--- config.mk ---
export PLATFORM = sky130hd
export DESIGN_NAME = fast_system_call_entry
export DESIGN_NICKNAME = d
export VERILOG_FILES = /design/src/common/fast_entry_pkg.sv /design/src/rtl/canonical_fix.sv /design/src/rtl/entry_fault_check.sv /design/src/rtl/fast_system_call_entry.sv
export SDC_FILE = /design/constraint.sdc
export NUM_CORES = 1
export LEC_CHECK = 0
export ABC_CLOCK_PERIOD_IN_PS = 30100
export BUFFER_PORTS_ARGS = -buffer_cell sky130_fd_sc_hd__buf_2
export CORE_UTILIZATION = 40
export DETAILED_ROUTE_END_ITERATION = 6
export HOLD_SLACK_MARGIN = 0.12
export PLACE_DENSITY_LB_ADDON = 0.25
export SLEW_MARGIN = 20
export SYNTH_ARGS = -nofsm -noshare
export SYNTH_HDL_FRONTEND = slang
export SYNTH_SLANG_ARGS = --single-unit
--- constraint.sdc ---
create_clock -name ref_clk -period 30.1 [get_ports ref_clk]
set_input_delay 3.01 -clock ref_clk [delete_from_list [all_inputs] [get_ports ref_clk]]
set_output_delay 3.01 -clock ref_clk [all_outputs]
set_load 0.005 [all_outputs]
--- src/common/fast_entry_pkg.sv ---
package fast_entry_pkg;

    // Model-specific register addresses
    localparam logic [31:0] MSR_CODE_SEL_ADDR = 32'h0000_0174;
    localparam logic [31:0] MSR_STACK_ADDR = 32'h0000_0175;
    localparam logic [31:0] MSR_POINTER_ADDR = 32'h0000_0176;

    // Reset values of the three registers
    localparam logic [63:0] CODE_SEL_RESET = 64'h0;
    localparam logic [63:0] STACK_RESET = 64'h0;
    localparam logic [63:0] POINTER_RESET = 64'h0;

    // Selector fields
    localparam logic [15:0] SEL_RPL_MASK = 16'hFFFC;
    localparam logic [15:0] STACK_SEL_STEP = 16'h0008;
    localparam int SEL_LO = 0;
    localparam int SEL_HI = 15;
    localparam int SEL_INDEX_LO = 2;

    // Fixed descriptor cache contents
    localparam logic [31:0] FLAT_BASE = 32'h0;
    localparam logic [19:0] FLAT_LIMIT = 20'hFFFFF;
    localparam logic [3:0] CODE_TYPE = 4'hB;
    localparam logic [3:0] STACK_TYPE = 4'h3;
    localparam logic [1:0] RING0 = 2'h0;
    localparam logic [1:0] CPL_RESET = 2'h3;

    // Canonical address width
    localparam int VADDR_BITS = 48;
    localparam int LOW_WORD_BITS = 32;

    // Fault error code
    localparam logic [15:0] GP_ERROR_CODE = 16'h0;

    // Identification instruction feature bit position in EDX
    localparam int PRESENT_BIT_POS = 11;

    // Descriptor cache layout
    typedef struct packed {
        logic [15:0] selector;
        logic [31:0] base;
        logic [19:0] limit;
        logic [3:0] segType;
        logic descS;
        logic [1:0] descriptor_privilege_level;
        logic present;
        logic longMode;
        logic defSize;
        logic gran;
    } seg_cache_type;

    // Processor mode inputs
    typedef struct packed {
        logic protEnable;
        logic ext64;
        logic lockPrefix;
    } cpu_mode_type;

    // Register write/read port
    typedef struct packed {
        logic wrEn;
        logic rdEn;
        logic [31:0] addr;
        logic [63:0] data;
    } msr_req_type;

    // Fault kinds
    typedef enum logic [2:0] {
        FAULT_NONE = 3'b001,
        FAULT_GP = 3'b010,
        FAULT_UD = 3'b100
    } fault_type;

    // Sequencer states
    typedef enum logic [2:0] {
        ST_IDLE = 3'b001,
        ST_CHECK = 3'b010,
        ST_COMMIT = 3'b100
    } entry_state_type;

endpackage

--- src/rtl/canonical_fix.sv ---
`timescale 1ns/1ps
// Forces an address canonical by sign-extending the top implemented bit
module canonical_fix #(
    parameter int ADDR_BITS = fast_entry_pkg::VADDR_BITS
) (
    input wire logic [63:0] rawAddr,
    output logic [63:0] canonAddr
);
    import fast_entry_pkg::*;

    // Each upper bit copies the sign bit; lower bits pass through
    genvar i;
    generate
        for (i = 0; i < 64; i++) begin : gen_bit
            if (i < ADDR_BITS) begin : gen_keep
                assign canonAddr[i] = rawAddr[i];
            end else begin : gen_ext
                assign canonAddr[i] = rawAddr[ADDR_BITS-1];
            end
        end
    endgenerate
endmodule

--- src/rtl/entry_fault_check.sv ---
`timescale 1ns/1ps
// Entry precondition checks, purely combinational
module entry_fault_check (
    input wire fast_entry_pkg::cpu_mode_type mode,
    input wire logic [63:0] codeSel,
    output fast_entry_pkg::fault_type fault
);
    import fast_entry_pkg::*;

    logic nullSel; // Selector index and table bits all zero

    // Lock prefix outranks the protection checks
    always_comb begin
        nullSel = (codeSel[SEL_HI:SEL_INDEX_LO] == '0);
        if (mode.lockPrefix) begin
            fault = FAULT_UD;
        end else if (!mode.protEnable || nullSel) begin
            // Real mode lands here too; same test in every other mode
            fault = FAULT_GP;
        end else begin
            fault = FAULT_NONE;
        end
    end
endmodule

--- src/rtl/fast_system_call_entry.sv ---
`timescale 1ns/1ps
// Notes on behaviour
// - GP fault(0) if protection off or null selector
// - Successful entry clears virtual-8086 and interrupt flags
// - Pointer full in 64-bit, else low 32
// - Stack full in 64-bit, else low 32
// - Code selector is register low bits AND FFFC
// - Code cache loaded with fixed flat values
// - Long/default-size bits follow extended 64-bit mode
// - Privilege level becomes zero on entry
// - Stack selector equals code selector plus eight
// - Stack cache loaded with fixed flat values
// - No return state saved, no stack parameters
// - Lock prefix raises invalid opcode fault
// - Real-address mode raises GP fault
// - Same checks in all non-real modes
// - Extended mode enters 64-bit, else protected
// - Pointer and stack registers always canonical
// - Presence bit reported for identification instruction
module fast_system_call_entry #(
    parameter int ADDR_BITS = fast_entry_pkg::VADDR_BITS
) (
    input wire logic ref_clk,
    input wire logic rst,
    input wire logic clkEn,
    input wire logic entryReq,
    input wire fast_entry_pkg::cpu_mode_type mode,
    input wire fast_entry_pkg::msr_req_type msrReq,
    output logic [63:0] msrRdData,
    output logic msrRdValid,
    output logic msrAddrErr,
    output logic entryDone,
    output logic gpFault,
    output logic udFault,
    output logic [15:0] faultCode,
    output logic [63:0] instrPtr,
    output logic [63:0] stackPtr,
    output fast_entry_pkg::seg_cache_type codeSeg,
    output fast_entry_pkg::seg_cache_type stackSeg,
    output logic [1:0] current_privilege_level,
    output logic clearVm,
    output logic clearIf,
    output logic in64Mode,
    output logic fetchRedirect,
    output logic presentBit
);
    import fast_entry_pkg::*;

    // Register storage
    logic [63:0] codeSel_reg; // Code selector register
    logic [63:0] stack_reg; // Entry stack register
    logic [63:0] pointer_reg; // Entry pointer register
    logic [63:0] canonWr; // Canonical form of written data
    // Entry path
    entry_state_type state_reg; // Entry sequencer
    entry_state_type state_next;
    cpu_mode_type modeLatch_reg; // Mode captured at request
    fault_type faultKind; // Checker verdict
    logic [15:0] newCodeSel; // Derived code selector
    logic [63:0] ptrSel; // Width-selected pointer
    logic [63:0] stkSel; // Width-selected stack
    logic commitNow; // Successful entry in this enabled edge

    // Pointer and stack write data forced canonical before it is stored
    // Upper bits follow the top implemented bit, so no bad value is ever held
    canonical_fix #(
        .ADDR_BITS(ADDR_BITS)
    ) u_canon (
        .rawAddr(msrReq.data),
        .canonAddr(canonWr)
    );

    // Fault verdict uses the captured mode and the live selector
    // Selector is read live, so a write taken with the request still counts; one taken on leaving the check state does not
    entry_fault_check u_check (
        .mode(modeLatch_reg),
        .codeSel(codeSel_reg),
        .fault(faultKind)
    );

    // Register writes; pointer and stack only ever hold canonical values
    always_ff @(posedge ref_clk or posedge rst) begin
        if (rst) begin
            // All three registers start at zero
            codeSel_reg <= CODE_SEL_RESET;
            stack_reg <= STACK_RESET;
            pointer_reg <= POINTER_RESET;
        end else if (clkEn && msrReq.wrEn) begin
            case (msrReq.addr)
                // Selector kept whole; entry only uses the low half-word
                MSR_CODE_SEL_ADDR: begin
                    codeSel_reg <= msrReq.data;
                end
                // Stack value stored in canonical form
                MSR_STACK_ADDR: begin
                    stack_reg <= canonWr;
                end
                // Pointer value stored in canonical form
                MSR_POINTER_ADDR: begin
                    pointer_reg <= canonWr;
                end
                default: begin
                    // Unmapped address: nothing stored
                end
            endcase
        end
    end

    // Register reads, one cycle after the request
    always_ff @(posedge ref_clk or posedge rst) begin
        if (rst) begin
            // Nothing valid out of reset
            msrRdData <= 64'h0;
            msrRdValid <= 1'b0;
            msrAddrErr <= 1'b0;
        end else if (clkEn) begin
            msrRdValid <= msrReq.rdEn;
            msrAddrErr <= 1'b0;
            // Both strobes together both act; the read sees the old value
            if (msrReq.rdEn) begin
                case (msrReq.addr)
                    MSR_CODE_SEL_ADDR: msrRdData <= codeSel_reg;
                    MSR_STACK_ADDR: msrRdData <= stack_reg;
                    MSR_POINTER_ADDR: msrRdData <= pointer_reg;
                    default: begin
                        // Unmapped read answers zero and flags an error
                        msrRdData <= 64'h0;
                        msrAddrErr <= 1'b1;
                    end
                endcase
            end else if (msrReq.wrEn) begin
                // Write to an unmapped place only raises the error pulse
                msrAddrErr <= !(msrReq.addr inside
                    {MSR_CODE_SEL_ADDR, MSR_STACK_ADDR, MSR_POINTER_ADDR});
            end
        end
    end

    // Sequencer: capture, check, commit
    always_comb begin
        case (state_reg)
            // Waiting; a request moves on to the check step
            ST_IDLE: state_next = entryReq ? ST_CHECK : ST_IDLE;
            // Verdict and commit happen on leaving this state
            ST_CHECK: state_next = ST_COMMIT;
            // Answer stands on the outputs; requests here are ignored
            ST_COMMIT: state_next = ST_IDLE;
            // Illegal code falls back to idle
            default: state_next = ST_IDLE;
        endcase
    end

    always_ff @(posedge ref_clk or posedge rst) begin
        if (rst) begin
            state_reg <= ST_IDLE;
        end else if (clkEn) begin
            // Frozen with everything else while the enable is low
            state_reg <= state_next;
        end
    end

    // Mode captured with the request so a change mid-entry cannot tear it
    // Mode bits away from the take edge are ignored
    always_ff @(posedge ref_clk or posedge rst) begin
        if (rst) begin
            modeLatch_reg <= '0;
        end else if (clkEn && state_reg == ST_IDLE && entryReq) begin
            modeLatch_reg <= mode;
        end
    end

    // Selector and width selection
    always_comb begin
        newCodeSel = codeSel_reg[SEL_HI:SEL_LO] & SEL_RPL_MASK;
        if (modeLatch_reg.ext64) begin
            // Full register width in extended mode
            ptrSel = pointer_reg;
            stkSel = stack_reg;
        end else begin
            // Upper half reads as zero outside extended mode
            ptrSel = {{(64-LOW_WORD_BITS){1'b0}}, pointer_reg[LOW_WORD_BITS-1:0]};
            stkSel = {{(64-LOW_WORD_BITS){1'b0}}, stack_reg[LOW_WORD_BITS-1:0]};
        end
    end

    // Fault outputs, pulsed one cycle in the commit state
    always_ff @(posedge ref_clk or posedge rst) begin
        if (rst) begin
            gpFault <= 1'b0;
            udFault <= 1'b0;
            faultCode <= GP_ERROR_CODE;
        end else if (clkEn) begin
            // Lock prefix is already ranked first by the checker
            gpFault <= (state_reg == ST_CHECK) && (faultKind == FAULT_GP);
            udFault <= (state_reg == ST_CHECK) && (faultKind == FAULT_UD);
            faultCode <= GP_ERROR_CODE;
        end
    end

    // Success strobe shared by the pointer, cache and privilege processes, so those fields move together
    assign commitNow = clkEn && (state_reg == ST_CHECK) && (faultKind == FAULT_NONE);

    // Pointer load; nothing is pushed or saved, so the caller's pointer is lost
    // Software has to keep its own return point before entering
    always_ff @(posedge ref_clk or posedge rst) begin
        if (rst) begin
            instrPtr <= 64'h0;
            stackPtr <= 64'h0;
        end else if (commitNow) begin
            // Width already chosen from the mode taken with the request
            instrPtr <= ptrSel;
            stackPtr <= stkSel;
        end
    end

    // Code cache: fixed contents, descriptor tables are never fetched
    // Trade-off: no table walk, so a stale descriptor in memory goes unnoticed
    always_ff @(posedge ref_clk or posedge rst) begin
        if (rst) begin
            codeSeg <= '0;
        end else if (commitNow) begin
            // Selector from the register with the requested field cleared
            codeSeg.selector <= newCodeSel;
            // Zero base and full limit cover the whole space
            codeSeg.base <= FLAT_BASE;
            codeSeg.limit <= FLAT_LIMIT;
            // Execute/read, accessed, ring 0, present
            codeSeg.segType <= CODE_TYPE;
            codeSeg.descS <= 1'b1;
            codeSeg.descriptor_privilege_level <= RING0;
            codeSeg.present <= 1'b1;
            // Long and default-size bits are exclusive
            codeSeg.longMode <= modeLatch_reg.ext64;
            codeSeg.defSize <= !modeLatch_reg.ext64;
            // Page granularity stretches the limit
            codeSeg.gran <= 1'b1;
        end
    end

    // Stack cache: fixed contents, selector one descriptor above the code
    // Relies on software keeping the two descriptors side by side
    always_ff @(posedge ref_clk or posedge rst) begin
        if (rst) begin
            stackSeg <= '0;
        end else if (commitNow) begin
            // Next descriptor slot after the code selector
            stackSeg.selector <= newCodeSel + STACK_SEL_STEP;
            // Zero base and full limit cover the whole space
            stackSeg.base <= FLAT_BASE;
            stackSeg.limit <= FLAT_LIMIT;
            // Read/write data, accessed, ring 0, present
            stackSeg.segType <= STACK_TYPE;
            stackSeg.descS <= 1'b1;
            stackSeg.descriptor_privilege_level <= RING0;
            stackSeg.present <= 1'b1;
            // Never a long segment; the big bit gives a 32-bit stack
            stackSeg.longMode <= 1'b0;
            stackSeg.defSize <= 1'b1;
            // Page granularity stretches the limit
            stackSeg.gran <= 1'b1;
        end
    end

    // Privilege and execution mode; user level until the first entry
    always_ff @(posedge ref_clk or posedge rst) begin
        if (rst) begin
            current_privilege_level <= CPL_RESET;
            in64Mode <= 1'b0;
        end else if (commitNow) begin
            current_privilege_level <= RING0;
            // Extended mode lands in 64-bit code, otherwise protected mode stays
            in64Mode <= modeLatch_reg.ext64;
        end
    end

    // Completion pulses: flag clears and fetch redirect ride with commit
    always_ff @(posedge ref_clk or posedge rst) begin
        if (rst) begin
            entryDone <= 1'b0;
            clearVm <= 1'b0;
            clearIf <= 1'b0;
            fetchRedirect <= 1'b0;
        end else if (clkEn) begin
            // One-cycle commands; the flag registers live elsewhere in the core
            entryDone <= (state_reg == ST_CHECK) && (faultKind == FAULT_NONE);
            clearVm <= (state_reg == ST_CHECK) && (faultKind == FAULT_NONE);
            clearIf <= (state_reg == ST_CHECK) && (faultKind == FAULT_NONE);
            fetchRedirect <= (state_reg == ST_CHECK) && (faultKind == FAULT_NONE);
        end
    end

    // Feature presence for the identification instruction, set once out of reset
    always_ff @(posedge ref_clk or posedge rst) begin
        if (rst) begin
            presentBit <= 1'b0;
        end else if (clkEn) begin
            // Bit stands once out of reset; its slot in the result is a constant
            presentBit <= 1'b1;
        end
    end

endmodule

## After elaboration in Yosys (flattened, before gate mapping)

Cells that the tools add are included.
Widths: inputs -> output; s select.

- Register bits after elaboration: 402
- Word-level logic and storage cells: 63
- Input bits: 105

- Add/sub/neg operators: 1
- Equal/unequal tests: 8
- Reduce and logical (&&, ||, !) cells: 19
- Mux-type cells: 10

Operator list:

| operator | count |
|---|---|
| $pmux 64 s3 | 1 |
| $mux 64 | 2 |
| $eq 32x9->1 const B | 3 |
| $add 16x4->16 const B | 1 |
| $logic_not 14->1 | 1 |
| $logic_and 1x1->1 | 8 |
| $reduce_and 2->1 | 4 |
| $eq 3x1->1 const B | 2 |
| $eq 3x2->1 const B | 2 |
| $pmux 3 s2 | 1 |
| $mux 2 | 2 |
| $eq 3x3->1 const B | 1 |
| $logic_not 1->1 | 3 |
| $mux 1 | 3 |
| $mux 3 | 1 |
| $reduce_bool 3->1 | 1 |
| $reduce_or 3->1 | 1 |
| $logic_or 1x1->1 | 1 |

## Longest topological paths before layout

- Depth in word-level cells: 6
- Depth in mapped cells: 7

## Hierarchy

A second synthesis with hierarchy kept.

- Cells, all modules: 1,638
- Area, all modules: 19,615.1 µm²

By module, submodules not included:

| module | instances | area an instance (µm²) | sequential area each (µm²) | cells an instance |
|---|---|---|---|---|
| fast_system_call_entry | 1 | 19,084.6 | 10,687.8 | 1,566 |
| canonical_fix | 1 | 480.5 | 0.0 | 64 |
| entry_fault_check | 1 | 50.0 | 0.0 | 8 |

## Least setup slack after synthesis

No wires, ideal clock.

- Path type: input to register
- Start point: in msrReq[93] (netlist bit)
- End point: reg codeSel_reg[0]
- Required time: 29.973 ns
- Cell stages on the path: 5
- Path slack: 25.217 ns
- Arrival time: 4.756 ns
- Setup time: 0.127 ns
- Path through: nor4b_1 -> nand4_1 -> nor4_4 -> buf_6 -> mux2_1

- Word-level cells in the longest chain between the ends: 2

RTL lines:

| item | RTL line | text |
|---|---|---|
| start: declaration | fast_system_call_entry.sv:28 | `input wire fast_entry_pkg::msr_req_type msrReq,` |
| $eq 32x9->1 | fast_system_call_entry.sv:89 | `case (msrReq.addr)` |
| $reduce_and 2->1 (no line) | - |  |
| end signal: assignment | fast_system_call_entry.sv:92 | `codeSel_reg <= msrReq.data;` |
| end: declaration | fast_system_call_entry.sv:50 | `logic [63:0] codeSel_reg;` |

Every way passes these cells.
A chain may end at the register's enable or synchronous reset.

## Worst setup path in the final report

- Start point: in msrReq[64] (netlist bit)
- End point: reg codeSel_reg[14]

Same word-level chain as after synthesis.

==> reports/metrics.yaml <==
clocking:
  cts_resized: 0
  h-tree-depth: 2
  clockBufferDepth: 3
  root_buffer: "clkbuf_16"
  clock-sinks: 363
  cts_buffers: 41
  path_clk_slew_ns: 0.06
  cts_setup_buffers: 0
  postCtsHoldBufs: 0
  tritoncts: "done"
  clk_latency_ns: 0.54
run_status:
  status: "finished with violations"
  violations: "DRC"
setup_path:
  crit_buf_inv: 3
  critical_path_class: "input port to register"
  slowest_delay_ns: 0.80
  cp_slowest_cell: "nor2_2"
  worst_setup_path_start_kind: "input port"
  arrival_ns: 5.78
  crit_chain: "buf_4, nor2_2, inv_1, nor4_4, buf_4, mux2_1"
  rr_startpoint: "codeSel_reg[11]"
  reg2reg_to: "instrPtr[4]"
  end_kind: "register"
  rrSetupSlack_ns: 26.32
  cp_max_fo: 51
  crit_family: "buffers and inverters"
  cp.required_ns: 30.51
  ff2ff_path_depth: 6
  crit_top_cell: "buf_4"
global_routing:
  antenna_found_initial: 8
  grt_pass1_wl_mm: 64.8
  grt_max_degree: 89
  grt-ovfl-total: 0
  grt_pass1_vias: 10766
  track_usage_pct: 20.3
routing:
  vias_per_cell: 4.88
  wl_per_cell_um: 19.3
  wl_mm: 42.4
  drt_pass1_iterations: 7
  drc: 2
  drtIter0Drc: 425
  num_vias: 10729
  ant_nets: 0
min_path:
  min_to: "presentBit"
  min_path_type: "register to register"
  min_path_cells: 1
  hold_start: "presentBit"
logic_synthesis:
  ys_seq_elements: 363
  synth-edff-count: 0
  async_flop_share_pct: 100
  synth_commonest_cells: "361 x dfrtp_1, 190 x mux2_2, 185 x buf_4"
  yosysSeqAreaShare_pct: 55.0
  syn_inst: 1350
  synth_cell_types: 39
  ys_top_cells_by_area: "dfrtp_1 55%, mux2_2 13%, buf_4 8.4%, mux2i_1 4.9%, mux2_1 4.4%"
  synth_top_cell_area_share_pct: 54.7
  syn_area_per_cell_um2: 12.2
  synth_most_common_cell: "dfrtp_1"
  yosys.area.top_type: "dfrtp_1"
  yosys_warnings: 0
  synth_area_um2: 16500
  ys.flop_type: "dfrtp_1"
cells_and_area:
  fin_cells: 2197
  fin_nets: 1736
  syn2layout_area_growth_pct: 16.6
  regArea_um2: 9090
  multi_input_area_um2: 5900
  fillers: 3740
  final_layout_size_suffix_gt1_share_pct: 40.9
floorplan:
  num_rows: 74
  die_h_um: 205
  start_util_pct: 40.5
  coreArea_um2: 40700
  pin_count: 483
  die_w_um: 205
  dieArea_um2: 42100
placed_design:
  place_congestion: 0.801
  place_hpwl_mm: 28.3
  place_inst: 2119
  post-place-ws_ns: 24.12
  portBuffers: 390
sta:
  rsz0062_at_grt: "false"
  setup_viol: 0
  tightest_slew_ns: 1.03
  fin_crit_ns: 5.37
  tns_ns: 0
  finalHoldViolCount: 0
  fin_worst_skew_ns: 0.0170
  timing.final.crit_share_pct: 17.8
  slew_headroom_pct: 31.3
  max_freq_mhz: 186
  setup_slack_ns: 24.73
  drv_slew: 0
job:
  cap_violations: 0
power_and_ir_drop:
  power_leakage_nw: 10.7
  powerDensity_nw_per_um2: 53.8
  peakVddDrop_uv: 39.4
power by group:
part / internal (W) / switching [W]
Sequential: 0.000492 / 0.00000272
Combinational: 0.0000120 / 0.0000375
Clock: 0.000293 / 0.000198
Total: 0.000797 / 0.000238
cell type report:
type / instances / area share (%)
antenna: 7 / 0.0910
clock inverter: 15 / 0.682
multi-input combinational: 771 / 30.6
timing repair buffer: 407 / 10.8
sequential: 363 / 47.2
tap: 532 / 3.46
inverter: 46 / 0.936
clock buffer: 56 / 6.19
metal layers:
layer	GRT usage, %	up-vias	routed length, um
met4	7.65	2	1220
li1	-	4911	-
met5	0	-	13
met1	26.0	5423	18000
met2	33.3	326	20800
met3	4.67	67	2440
how the worst max path moves through the flow:
stage	cells past startpoint	end	startpoint	slack, ns
5_1_grt	6	codeSel_reg[23]	msrReq[64]	24.51
2_1_floorplan	1	codeSeg[1]	rst	17.02
4_1_cts	6	codeSel_reg[12]	msrReq[64]	24.69
6_report	6	codeSel_reg[14]	msrReq[64]	24.73
3_3_place_gp	6	codeSel_reg[47]	msrReq[64]	24.15
3_5_place_dp	6	codeSel_reg[47]	msrReq[64]	24.12
logic make-up after synthesis:
kind of cell             count (synthesis)  synth area share (%)
AO/OA/AOI/OAI                          140                  5.36
XOR/XNOR                                11                 0.583
adder cells (fa/ha/maj)                  1                0.0757
buffers and inverters                  307                  11.6
flip-flops                             363                  55.0
multiplexers                           335                  22.2
other                                    1                0.0227
AND/OR/NAND/NOR                        192                  5.10
placed cells by master, fill, tap and decap left out, types with 4 or more instances in the layout:
| cell | n |
|---|---|
| mux2_2 | 190 |
| clkbuf_8 | 11 |
| diode_2 | 7 |
| mux2_1 | 64 |
| nor4_1 | 8 |
| buf_4 | 17 |
| mux2i_1 | 81 |
| nand2_1 | 101 |
| nand3_1 | 4 |
| conb_1 | 92 |
| o21ai_0 | 4 |
| o31ai_1 | 64 |
| xor2_1 | 8 |
| clkbuf_1 | 4 |
| nor2_1 | 55 |
| a21oi_1 | 65 |
| dfrtp_1 | 360 |
| clkinv_2 | 11 |
| clkbuf_16 | 41 |
| buf_2 | 389 |
| nand4_1 | 5 |
| inv_1 | 45 |
metrics by stage:
| step | power [W] | util [%] | area [um^2] | hold WS [ns] |
|---|---|---|---|---|
| final | 0.00104 | 47.3 | 19300 | 0.463 |
| after global routing | 0.00108 | 47.3 | 19300 | 0.487 |
| after CTS | 0.00105 | 47.2 | 19200 | 0.466 |
| after detailed placement | 0.000554 | 44.0 | 17900 | 0.448 |
| after global placement | 0.000554 | 44.0 | 17900 | 0.456 |
| after floorplan | 0.000540 | - | 16900 | 0.457 |
(Power assumes the default switching activity.)
